**src/hw/quad_status_regs.vh**
```
// Register offsets, field positions and reset values of the quadrature status block.
// Included by the status block design file only, not by the phase decoder; defines only.
`ifndef QUAD_STATUS_REGS_VH
`define QUAD_STATUS_REGS_VH

`define OFS_CAPTURE_AB 8'h8c
`define OFS_COUNTER_VALUE 8'h90
`define OFS_COMPARE_A 8'h94
`define OFS_COMPARE_B 8'h98
`define OFS_COMPARE_C 8'h9c
`define OFS_EVENT_STATUS 8'ha0
`define OFS_IRQ_ENABLE 8'ha4
`define OFS_IRQ_DISABLE 8'ha8
`define OFS_IRQ_MASK 8'hac
`define OFS_EXTENDED_MODE 8'hb0
`define OFS_SYNC_CONTROL 8'hc0
`define OFS_DECODER_FLAGS 8'hd4
`define OFS_PULSE_LIMIT 8'he0

`define BIT_INDEX 0
`define BIT_REVERSAL 1
`define BIT_PHASE_FAULT 2
`define BIT_MISSING_PULSE 3
`define BIT_DIRECTION 8

`define RST_DECODER_FLAGS 32'h00000000
`define RST_PULSE_LIMIT 8'h08
`define PULSE_GAP_CYCLES 16'h0100

`endif

```
**src/hw/quad_phase_decoder.v**
```verilog
// Quadrature phase decoder: direction, count pulses and event pulses.
// Assumes phase and index inputs are already synchronised to mclk_in.
`default_nettype none
module quad_phase_decoder #(
   parameter LIMIT_W = 8,
   parameter GAP_W = 16
) (
   // Clock and reset
   input wire mclk_in,
   input wire rst_in,
   // Synchronised encoder signals
   input wire pha_in,
   input wire phb_in,
   input wire idx_in,
   // Configuration
   input wire [LIMIT_W-1:0] missing_pulse_limit_in,
   input wire [GAP_W-1:0] gap_cycles_in,
   // Results
   output reg direction_out,
   output reg step_out,
   output reg reversal_out,
   output reg phase_fault_out,
   output reg missing_pulse_out,
   output reg index_out
);
   reg [1:0] prev_ff;
   reg idx_prev_ff;
   reg [GAP_W-1:0] gap_cnt_ff;
   reg [LIMIT_W-1:0] miss_cnt_ff;
   reg valid_step;
   reg step_dir;
   reg bad_step;
   wire [1:0] cur = {pha_in, phb_in};

   // Gray transition table: forward 00-01-11-10
   always @* begin
      valid_step = 1'b0;
      step_dir = 1'b0;
      bad_step = 1'b0;
      case ({prev_ff, cur})
         4'b0001, 4'b0111, 4'b1110, 4'b1000: begin
            valid_step = 1'b1;
            step_dir = 1'b0;
         end
         4'b0010, 4'b1011, 4'b1101, 4'b0100: begin
            valid_step = 1'b1;
            step_dir = 1'b1;
         end
         4'b0011, 4'b1100, 4'b0110, 4'b1001: bad_step = 1'b1;
         default: bad_step = 1'b0;
      endcase
   end

   always @(posedge mclk_in) begin
      if (rst_in) begin
         prev_ff <= 2'b00;
         idx_prev_ff <= 1'b0;
         gap_cnt_ff <= {GAP_W{1'b0}};
         miss_cnt_ff <= {LIMIT_W{1'b0}};
         direction_out <= 1'b0;
         step_out <= 1'b0;
         reversal_out <= 1'b0;
         phase_fault_out <= 1'b0;
         missing_pulse_out <= 1'b0;
         index_out <= 1'b0;
      end else begin
         prev_ff <= cur;
         idx_prev_ff <= idx_in;
         step_out <= valid_step;
         index_out <= idx_in & ~idx_prev_ff;
         phase_fault_out <= bad_step;
         reversal_out <= valid_step & (step_dir != direction_out);
         missing_pulse_out <= 1'b0;
         if (valid_step) begin
            direction_out <= step_dir;
         end
         // Missing pulse: no edge for a gap period counts one miss
         if (valid_step) begin
            gap_cnt_ff <= {GAP_W{1'b0}};
            miss_cnt_ff <= {LIMIT_W{1'b0}};
         end else if (gap_cnt_ff == gap_cycles_in) begin
            gap_cnt_ff <= {GAP_W{1'b0}};
            if (miss_cnt_ff + 1'b1 >= missing_pulse_limit_in && missing_pulse_limit_in != {LIMIT_W{1'b0}}) begin
               missing_pulse_out <= 1'b1;
               miss_cnt_ff <= {LIMIT_W{1'b0}};
            end else begin
               miss_cnt_ff <= miss_cnt_ff + 1'b1;
            end
         end else begin
            gap_cnt_ff <= gap_cnt_ff + 1'b1;
         end
      end
   end
endmodule
`default_nettype wire

```
**src/hw/timer_quadrature_status.v**
```verilog
// Quadrature status block with channel 2 register window, APB slave.
// Encoder pins are asynchronous; APB runs on mclk_in.
//
// The APB register port was decided locally.
`include "quad_status_regs.vh"
`default_nettype none
// Functional notes
// RULE1: Bit 8 shows live rotation direction
// RULE2: Bit 3 sticky missing-pulse fault until read
// RULE3: Bit 2 sticky phase-sequence fault until read
// RULE4: Bit 1 sticky reversal flag until read
// RULE5: Flags at 0xd4, read-only, reset zero, read-clears
// RULE6: Event in read cycle survives the clear
module timer_quadrature_status #(
   parameter LIMIT_W = 8,
   parameter GAP_W = 16
) (
   // Clock and reset
   input wire mclk_in,
   input wire rst_in,
   // APB slave
   input wire psel_in,
   input wire penable_in,
   input wire pwrite_in,
   input wire [7:0] paddr_in,
   input wire [31:0] pwdata_in,
   output wire pready_out,
   output wire pslverr_out,
   output reg [31:0] prdata_out,
   // Encoder pins
   input wire pha_in,
   input wire phb_in,
   input wire idx_in,
   // Status
   output wire direction_out,
   output wire [31:0] counter_out
);
   reg [2:0] sync1_ff;
   reg [2:0] sync2_ff;
   reg [31:0] counter_ff;
   reg [31:0] cmp_a_ff;
   reg [31:0] cmp_b_ff;
   reg [31:0] cmp_c_ff;
   reg [31:0] ext_mode_ff;
   reg [7:0] irq_mask_ff;
   reg [LIMIT_W-1:0] missing_pulse_limit_ff;
   reg index_pulse_flag_ff;
   reg rotation_reversal_flag_ff;
   reg phase_sequence_fault_ff;
   reg missing_pulse_fault_ff;
   reg [31:0] nxt_rdata;
   reg addr_ok;
   wire dir;
   wire step;
   wire rev_ev;
   wire fault_ev;
   wire miss_ev;
   wire idx_ev;
   wire access = psel_in & penable_in;
   wire wr = access & pwrite_in;
   wire rd_flags = access & ~pwrite_in & (paddr_in == `OFS_DECODER_FLAGS);
   // Only flags already returned in prdata may be cleared by this read
   wire [3:0] clr_flags = {4{rd_flags}} & prdata_out[3:0];

   // Two-stage synchronisers on encoder pins
   always @(posedge mclk_in) begin
      if (rst_in) begin
         sync1_ff <= 3'h0;
         sync2_ff <= 3'h0;
      end else begin
         sync1_ff <= {pha_in, phb_in, idx_in};
         sync2_ff <= sync1_ff;
      end
   end

   quad_phase_decoder #(
      .LIMIT_W(LIMIT_W),
      .GAP_W(GAP_W)
   ) u_dec (
      .mclk_in(mclk_in),
      .rst_in(rst_in),
      .pha_in(sync2_ff[2]),
      .phb_in(sync2_ff[1]),
      .idx_in(sync2_ff[0]),
      .missing_pulse_limit_in(missing_pulse_limit_ff),
      .gap_cycles_in(`PULSE_GAP_CYCLES),
      .direction_out(dir),
      .step_out(step),
      .reversal_out(rev_ev),
      .phase_fault_out(fault_ev),
      .missing_pulse_out(miss_ev),
      .index_out(idx_ev)
   );

   assign direction_out = dir;
   assign counter_out = counter_ff;
   assign pready_out = 1'b1;
   assign pslverr_out = access & ~addr_ok;

   // Sticky flags: set wins; an event after the setup edge survives the read
   always @(posedge mclk_in) begin
      if (rst_in) begin
         index_pulse_flag_ff <= 1'b0;
         rotation_reversal_flag_ff <= 1'b0;
         phase_sequence_fault_ff <= 1'b0;
         missing_pulse_fault_ff <= 1'b0;
      end else begin
         index_pulse_flag_ff <= idx_ev
            | (index_pulse_flag_ff & ~clr_flags[`BIT_INDEX]); // [RULE5] [RULE6]
         rotation_reversal_flag_ff <= rev_ev
            | (rotation_reversal_flag_ff & ~clr_flags[`BIT_REVERSAL]); // [RULE4] [RULE6]
         phase_sequence_fault_ff <= fault_ev
            | (phase_sequence_fault_ff & ~clr_flags[`BIT_PHASE_FAULT]); // [RULE3] [RULE6]
         missing_pulse_fault_ff <= miss_ev
            | (missing_pulse_fault_ff & ~clr_flags[`BIT_MISSING_PULSE]); // [RULE2] [RULE6]
      end
   end

   // Counter and writable registers
   always @(posedge mclk_in) begin
      if (rst_in) begin
         counter_ff <= 32'h00000000;
         cmp_a_ff <= 32'h00000000;
         cmp_b_ff <= 32'h00000000;
         cmp_c_ff <= 32'h00000000;
         ext_mode_ff <= 32'h00000000;
         irq_mask_ff <= 8'h00;
         missing_pulse_limit_ff <= `RST_PULSE_LIMIT;
      end else begin
         if (wr && paddr_in == `OFS_SYNC_CONTROL && pwdata_in[0]) begin
            counter_ff <= 32'h00000000;
         end else if (step) begin
            counter_ff <= dir ? counter_ff - 32'h00000001 : counter_ff + 32'h00000001;
         end
         if (wr) begin
            case (paddr_in)
               `OFS_COMPARE_A: cmp_a_ff <= pwdata_in;
               `OFS_COMPARE_B: cmp_b_ff <= pwdata_in;
               `OFS_COMPARE_C: cmp_c_ff <= pwdata_in;
               `OFS_EXTENDED_MODE: ext_mode_ff <= pwdata_in;
               `OFS_IRQ_ENABLE: irq_mask_ff <= irq_mask_ff | pwdata_in[7:0];
               `OFS_IRQ_DISABLE: irq_mask_ff <= irq_mask_ff & ~pwdata_in[7:0];
               `OFS_PULSE_LIMIT: missing_pulse_limit_ff <= pwdata_in[LIMIT_W-1:0];
               default: irq_mask_ff <= irq_mask_ff;
            endcase
         end
      end
   end

   // Address decode and read mux
   always @* begin
      addr_ok = 1'b1;
      nxt_rdata = 32'h00000000;
      case (paddr_in)
         `OFS_CAPTURE_AB: nxt_rdata = cmp_a_ff;
         `OFS_COUNTER_VALUE: nxt_rdata = counter_ff;
         `OFS_COMPARE_A: nxt_rdata = cmp_a_ff;
         `OFS_COMPARE_B: nxt_rdata = cmp_b_ff;
         `OFS_COMPARE_C: nxt_rdata = cmp_c_ff;
         `OFS_EVENT_STATUS: nxt_rdata = 32'h00000000;
         `OFS_IRQ_ENABLE: nxt_rdata = 32'h00000000;
         `OFS_IRQ_DISABLE: nxt_rdata = 32'h00000000;
         `OFS_IRQ_MASK: nxt_rdata = {24'h000000, irq_mask_ff};
         `OFS_EXTENDED_MODE: nxt_rdata = ext_mode_ff;
         `OFS_SYNC_CONTROL: nxt_rdata = 32'h00000000;
         `OFS_DECODER_FLAGS: begin
            nxt_rdata = `RST_DECODER_FLAGS; // [RULE5]
            nxt_rdata[`BIT_DIRECTION] = dir; // [RULE1]
            nxt_rdata[`BIT_MISSING_PULSE] = missing_pulse_fault_ff; // [RULE2]
            nxt_rdata[`BIT_PHASE_FAULT] = phase_sequence_fault_ff; // [RULE3]
            nxt_rdata[`BIT_REVERSAL] = rotation_reversal_flag_ff; // [RULE4]
            nxt_rdata[`BIT_INDEX] = index_pulse_flag_ff;
         end
         `OFS_PULSE_LIMIT: nxt_rdata = {{(32-LIMIT_W){1'b0}}, missing_pulse_limit_ff};
         default: addr_ok = 1'b0;
      endcase
   end

   // Read data registered in the setup cycle, valid in the access phase
   always @(posedge mclk_in) begin
      if (rst_in) begin
         prdata_out <= 32'h00000000;
      end else if (psel_in & ~penable_in & ~pwrite_in) begin
         prdata_out <= nxt_rdata;
      end
   end
endmodule
`default_nettype wire

```
**config.mk**
```make
export PLATFORM = sky130hd
export DESIGN_NAME = timer_quadrature_status
export DESIGN_NICKNAME = d
export VERILOG_FILES = /design/src/hw/quad_phase_decoder.v /design/src/hw/timer_quadrature_status.v
export VERILOG_INCLUDE_DIRS = /design/src /design/src/hw
export SDC_FILE = /design/constraint.sdc
export NUM_CORES = 1
export LEC_CHECK = 0
export BUFFER_PORTS_ARGS = -buffer_cell sky130_fd_sc_hd__clkbuf_2
export CAP_MARGIN = 5
export CELL_PAD_IN_SITES_DETAIL_PLACEMENT = 1
export CELL_PAD_IN_SITES_GLOBAL_PLACEMENT = 2
export CORE_ASPECT_RATIO = 1.5
export CORE_UTILIZATION = 36
export CTS_BUF_LIST = sky130_fd_sc_hd__clkbuf_4 sky130_fd_sc_hd__clkbuf_8
export CTS_CLUSTER_DIAMETER = 120
export DETAILED_ROUTE_END_ITERATION = 10
export PLACE_DENSITY_LB_ADDON = 0.1
export SLEW_MARGIN = 40
export SYNTH_ARGS = -nofsm -noshare
export SYNTH_HDL_FRONTEND = slang
export SYNTH_HIERARCHICAL = 1
export SYNTH_SLANG_ARGS = --single-unit
```
**constraint.sdc**
```tcl
create_clock -name mclk_in -period 4.7 [get_ports mclk_in]
set_input_delay 0.47 -clock mclk_in [delete_from_list [all_inputs] [get_ports mclk_in]]
set_output_delay 0.47 -clock mclk_in [all_outputs]
set_load 0.05 [all_outputs]
```
# Yosys cells after proc, flatten, opt, wreduce, memory -nomap -nowiden
# Cells that the tools add are included.
[word_totals]
ff_bits = 251
input_bits = 48
output_inout_bits = 67
elab_cells = 115
[classes]
n_addsub = 4
order_cmp = 1
n_eq_ne = 27
mux = 9
n_bitwise = 30
n_reduce_logical = 20
[op_table]
columns = ["cell", "n"]
rows = [
  ["32-bit one-hot mux with 8 select lines", 1],
  ["8-bit == test, second input constant", 13],
  ["32-bit by 1-bit adder with 32-bit output, second input constant", 1],
  ["32-bit two-way mux", 1],
  ["32-bit by 1-bit subtractor with 32-bit output, second input constant", 1],
  ["4-bit == test, second input constant", 6],
  ["16-bit by 1-bit adder with 16-bit output, second input constant", 1],
  ["16-bit by 9-bit == test with 1-bit output, second input constant", 1],
  ["8-bit one-hot mux with 2 select lines", 1],
  ["1-bit AND", 13],
  ["13-bit OR reduction", 1],
  ["4-bit by 3-bit == test with 1-bit output, second input constant", 3],
  ["2-bit AND reduction", 6],
  ["1-bit inverter", 9],
  ["8-bit by 1-bit adder with 8-bit output, second input constant", 1],
  ["8-bit AND", 1],
  ["4-bit by 2-bit == test with 1-bit output, second input constant", 2],
  ["8-bit greater-or-equal comparator", 1],
  ["8-bit two-way mux", 1],
  ["8-bit inverter", 1],
  ["8-bit bitwise OR", 1],
  ["8-bit nonzero test", 1],
  ["4-bit OR reduction", 2],
  ["8-bit OR reduction", 1],
  ["other kinds (9)", 21],
]

# Logic depth before layout (Yosys ltp)
[logic_depth]
ltp_word = 7
mapped_depth = 12
ltp_nobuf = 11

# Modules after synthesis
# The synthesis kept the hierarchy.
[modules_own_cells]
columns = ["mod", "instances", "cells_per_inst", "area_each_um2", "seq_area_each_um2"]
rows = [
  ["timer_quadrature_status", 1, 1373, 10400.0, 4364.2],
  ["quad_phase_decoder", 1, 204, 1798.0, 660.6],
]

# Worst setup path before layout
# Ideal clock, no wire load.
[synth_timing]
path_type = "flip-flop to flip-flop"
from = "reg u_dec.direction_out"
to = "reg counter_ff[28], in the netlist counter_out[28]"
setup_ps = 128
t_arrival_ps = 3759
t_required_ps = 4572
setup_slack_ps = 813
path_stages_with_launch = 11
path_buffers = 0
period_less_slack_ps = 3887
cell_sequence = "dfxtp_1 ha_1 and3_1 a221o_1 a21oi_2 o221ai_2 nor4bb_1 o2111a_1 or4_1 a31oi_1 nor2_1"
[synth_between]
elab_chain_cells = 1
[synth_lines]
columns = ["item", "line_no", "source"]
rows = [
  ["start: declaration", "quad_phase_decoder.v:19", "output reg direction_out,"],
  ["start signal: assignment", "quad_phase_decoder.v:75", "direction_out <= step_dir;"],
  ["32-bit two-way mux", "timer_quadrature_status.v:133", "counter_ff <= dir ? counter_ff - 32'h00000001 : counter_ff + 32'h00000001;"],
  ["end signal: assignment", "timer_quadrature_status.v:133", ""],
  ["end: declaration", "timer_quadrature_status.v:40", "reg [31:0] counter_ff;"],
]
# Every way passes these cells.
# A chain may end at the register's enable or synchronous reset.

# Final worst setup path
[layout_timing]
from = "reg u_dec.direction_out"
to = "reg counter_ff[25], in the netlist counter_out[25]"
# Same word-level chain as after synthesis.

==> impl_metrics.tcl <==
set metrics [dict create \
    synth_ff_type "dfxtp_1" \
    drv_cap 0 \
    place.gp.congestion 0.861 \
    synth-edff-count 0 \
    fillers 4146 \
    core_area_um2 33300 \
    p_seq_share_pct 46.4 \
    cts_sinks 251 \
    finalHoldViolations 0 \
    layout-drive-gt1-share_pct 14.5 \
    rr_endpoint "counter_out[25]" \
    post_cts_buffers 0 \
    regArea_um2 5030 \
    drt_first_pass_iters 11 \
    worst_slack_ns 1.28 \
    synthCells 1577 \
    initial_core_util_pct 36.6 \
    clkPwrFrac_pct 45.8 \
    holdWs_ns 0.101 \
    clk_pin_slew_worst_paths_ns 0.06 \
    vias 11600 \
    p_int_uw 3460 \
    slowest_delay_ns 0.64 \
    period_minus_slack_ns 3.42 \
    leakage_uw 0.00535 \
    maxSlewViolCount 0 \
    p_switching_uw 1230 \
    cp.arrival_ns 3.87 \
    cts_buffer_depth 3 \
    cts_resized 0 \
    cts_tree "yes" \
    rows 82 \
    cts_root_buffer "clkbuf_8" \
    ir_drop_v 0.000148 \
    layout.nets 1769 \
    cts_hold_buffers 0 \
    holdPathStages 2 \
    cp_data_required_time_ns 5.15 \
    avgSynthCellArea_um2 7.73 \
    syn_area_um2 12200 \
    areaGrowthSynthToFinish_pct 16.3 \
    crit_slowest_cell "dfxtp_2" \
    yosysWarnings 6 \
    grt_pass1_wl_mm 68.7 \
    grtUsageTotal_pct 25.7 \
    yosys.area.top_type_share_pct 41.2 \
    hp-class "primary input to register" \
    dp_hpwl_mm 30.5 \
    post_drt_wl_per_cell_um 20.7 \
    drt_wl_total_mm 44.2 \
    r2r_cells 11 \
    grt_max_degree 124 \
    synth_top_cells_by_area "dfxtp_1 41%, nand2_1 11%, a21oi_1 10%" \
    ant_nets 0 \
    port_buffers 113 \
    clock_skew_ns 0.0126 \
    async_flop_share_pct 0 \
    min_from "phb_in" \
    cpLargestDelayFamily "compound AO/OA/AOI/OAI gates" \
    drcViolationCount 8 \
    max_freq_mhz 293 \
    critical_path.max_fanout 23 \
    worst_pin_slew_ns 0.838 \
    r2r_start "u_dec/direction_out" \
    crit_path_start_kind "register" \
    cts_max_level 2 \
    final_area_um2 14200 \
    rrSetupSlack_ns 1.28 \
    final.setup.tns_ns 0 \
    period_share_pct 72.7 \
    ys_types 64 \
    io_pins 115 \
    multiInputGateArea_um2 6820 \
    path_buf_inv 2 \
    vias_per_cell 5.45 \
    final_cells 2135 \
    p_sw_share_pct 26.3 \
    numCtsBuffers 44 \
    share_comb_of_total_power_pct 7.9 \
    endpoint_kind "register" \
    fp.dieH_um 227 \
    rsz0062_at_grt "no" \
    drt_iter0_drc 610 \
    dp_slack_ns 1.25 \
    antenna_found_initial 2 \
    p_per_area_nw_per_um2 331 \
    insertion_delay_ns 0.58 \
    synth_top_area_cell "dfxtp_1" \
    place_area_um2 13200 \
    crit_type "register to register" \
    seq_area_frac_synth_pct 41.2 \
    dieArea_um2 34600 \
    hold_end "sync1_ff[1]" \
    status "finished, violations left" \
    grt_overflow 0 \
    violations "DRC" \
    grt_pass1_vias 12100 \
    dpl.cell_count 2053 \
    path_cells "buf_4, ha_1, a21oi_1, o21a_1, inv_1, o31ai_1, o221a_2, nor2b_1, o21ai_0, xnor2_1, o22ai_1" \
    dieWidth_um 152 \
    setup_viol 0 \
    ys_ff_latch 251 \
    max_slew_margin_pct 44.1 \
]
## cells in the mapped netlist (6+ instances only)
master,instances
nor3_1,21
and3_1,14
xnor2_1,29
xor2_1,38
or3_1,7
nand3_1,30
inv_1,19
o21bai_1,8
nor2_1,127
a21oi_1,249
o21ai_0,39
nand4_1,8
nand2_1,368
nor2b_1,19
and2_1,6
clkbuf_1,90
a21o_1,13
a31oi_1,15
mux2i_1,36
ha_1,40
a211oi_1,6
o22ai_1,12
dfxtp_1,251
a22oi_1,44
a222oi_1,7
## area by class of cell
cell class                      count  share of cell area (%)
Inverter                           19                   0.503
Clock buffer                       69                    5.99
Clock inverter                     11                   0.591
Multi-Input combinational cell   1222                    48.1
Tap cell                          420                    3.71
Sequential cell                   251                    35.4
Timing Repair Buffer              142                    5.68
Antenna cell                        1                  0.0176
## sequential cells by signal, indices dropped and copies added (netlist names), 2 cells and up, named ones only
signal                  count
ext_mode_ff                32
u_dec/miss_cnt_ff           8
cmp_c_ff                   32
u_dec/gap_cnt_ff           16
prdata_out                 32
cmp_b_ff                   32
u_dec/prev_ff               2
cmp_a_ff                   32
missing_pulse_limit_ff      8
sync1_ff                    3
sync2_ff                    3
counter_out                32
## cells by family after synthesis
group / count (synthesis) / share of synthesized area [%]
fa+ha+maj: 41 / 4.27
other cells: 2 / 0.0616
flops: 251 / 41.2
mux: 38 / 3.14
compound gates: 422 / 20.2
buf+inv: 119 / 3.74
simple gates: 637 / 22.6
xor+xnor: 67 / 4.81
## metrics by stage
step,total power (µW),util (%)
6_report,4690,42.5
2_1_floorplan,2450,-
3_3_place_gp,2590,39.6
4_1_cts,4770,42.5
3_5_place_dp,2590,39.7
5_1_grt,4890,42.5
## layer usage
metal | GRT usage, % | wire length, µm | vias to the layer above
met5 | 0 | 13 | -
met4 | 8.33 | 1030 | 2
met3 | 4.21 | 1790 | 64
met2 | 49.5 | 23300 | 219
met1 | 28.5 | 18100 | 5691
li1 | - | - | 5650
## power by group through the flow
stage	combinational (µW)	clock, µW	sequential [µW]
2_1_floorplan	200	0	2250
3_3_place_gp	364	0	2220
3_5_place_dp	367	0	2220
4_1_cts	368	2220	2180
5_1_grt	399	2310	2180
6_report	369	2150	2180
## worst max-delay path by stage
stage	from	end	slack [ns]	cells past startpoint
finish	u_dec/direction_out	counter_out[25]	1.28	11
detailed placement	u_dec/direction_out	counter_out[25]	1.25	11
global route	u_dec/direction_out	counter_out[25]	1.08	11
CTS	u_dec/direction_out	counter_out[25]	1.25	11
global placement	u_dec/direction_out	counter_out[25]	1.30	11
floorplan	u_dec/direction_out	counter_out[28]	0.81	10
## layout by cell type (no fill, tap or decap), drive strengths merged, types with 5 or more instances in the layout
cell,netlist,routed
mux2i,36,36
a31oi,15,15
a21o,13,13
a21oi,250,250
or3,7,7
o21ai,40,40
ha,40,40
o22ai,12,12
conb,2,17
nor2,127,127
nand4,9,9
dfxtp,251,251
and2,7,7
nor3,22,22
a211oi,6,6
and3,14,14
nand2,368,368
inv,19,20
nor2b,19,19
nand2b,5,5
nor4,9,9
xnor2,29,29
o21bai,8,8
xor2,38,38
nand3,30,30
buf,10,30
o21a,5,5
clkbuf,90,181
a22oi,44,44
clkinv,0,9
a222oi,7,7
(Power assumes the default switching activity.)
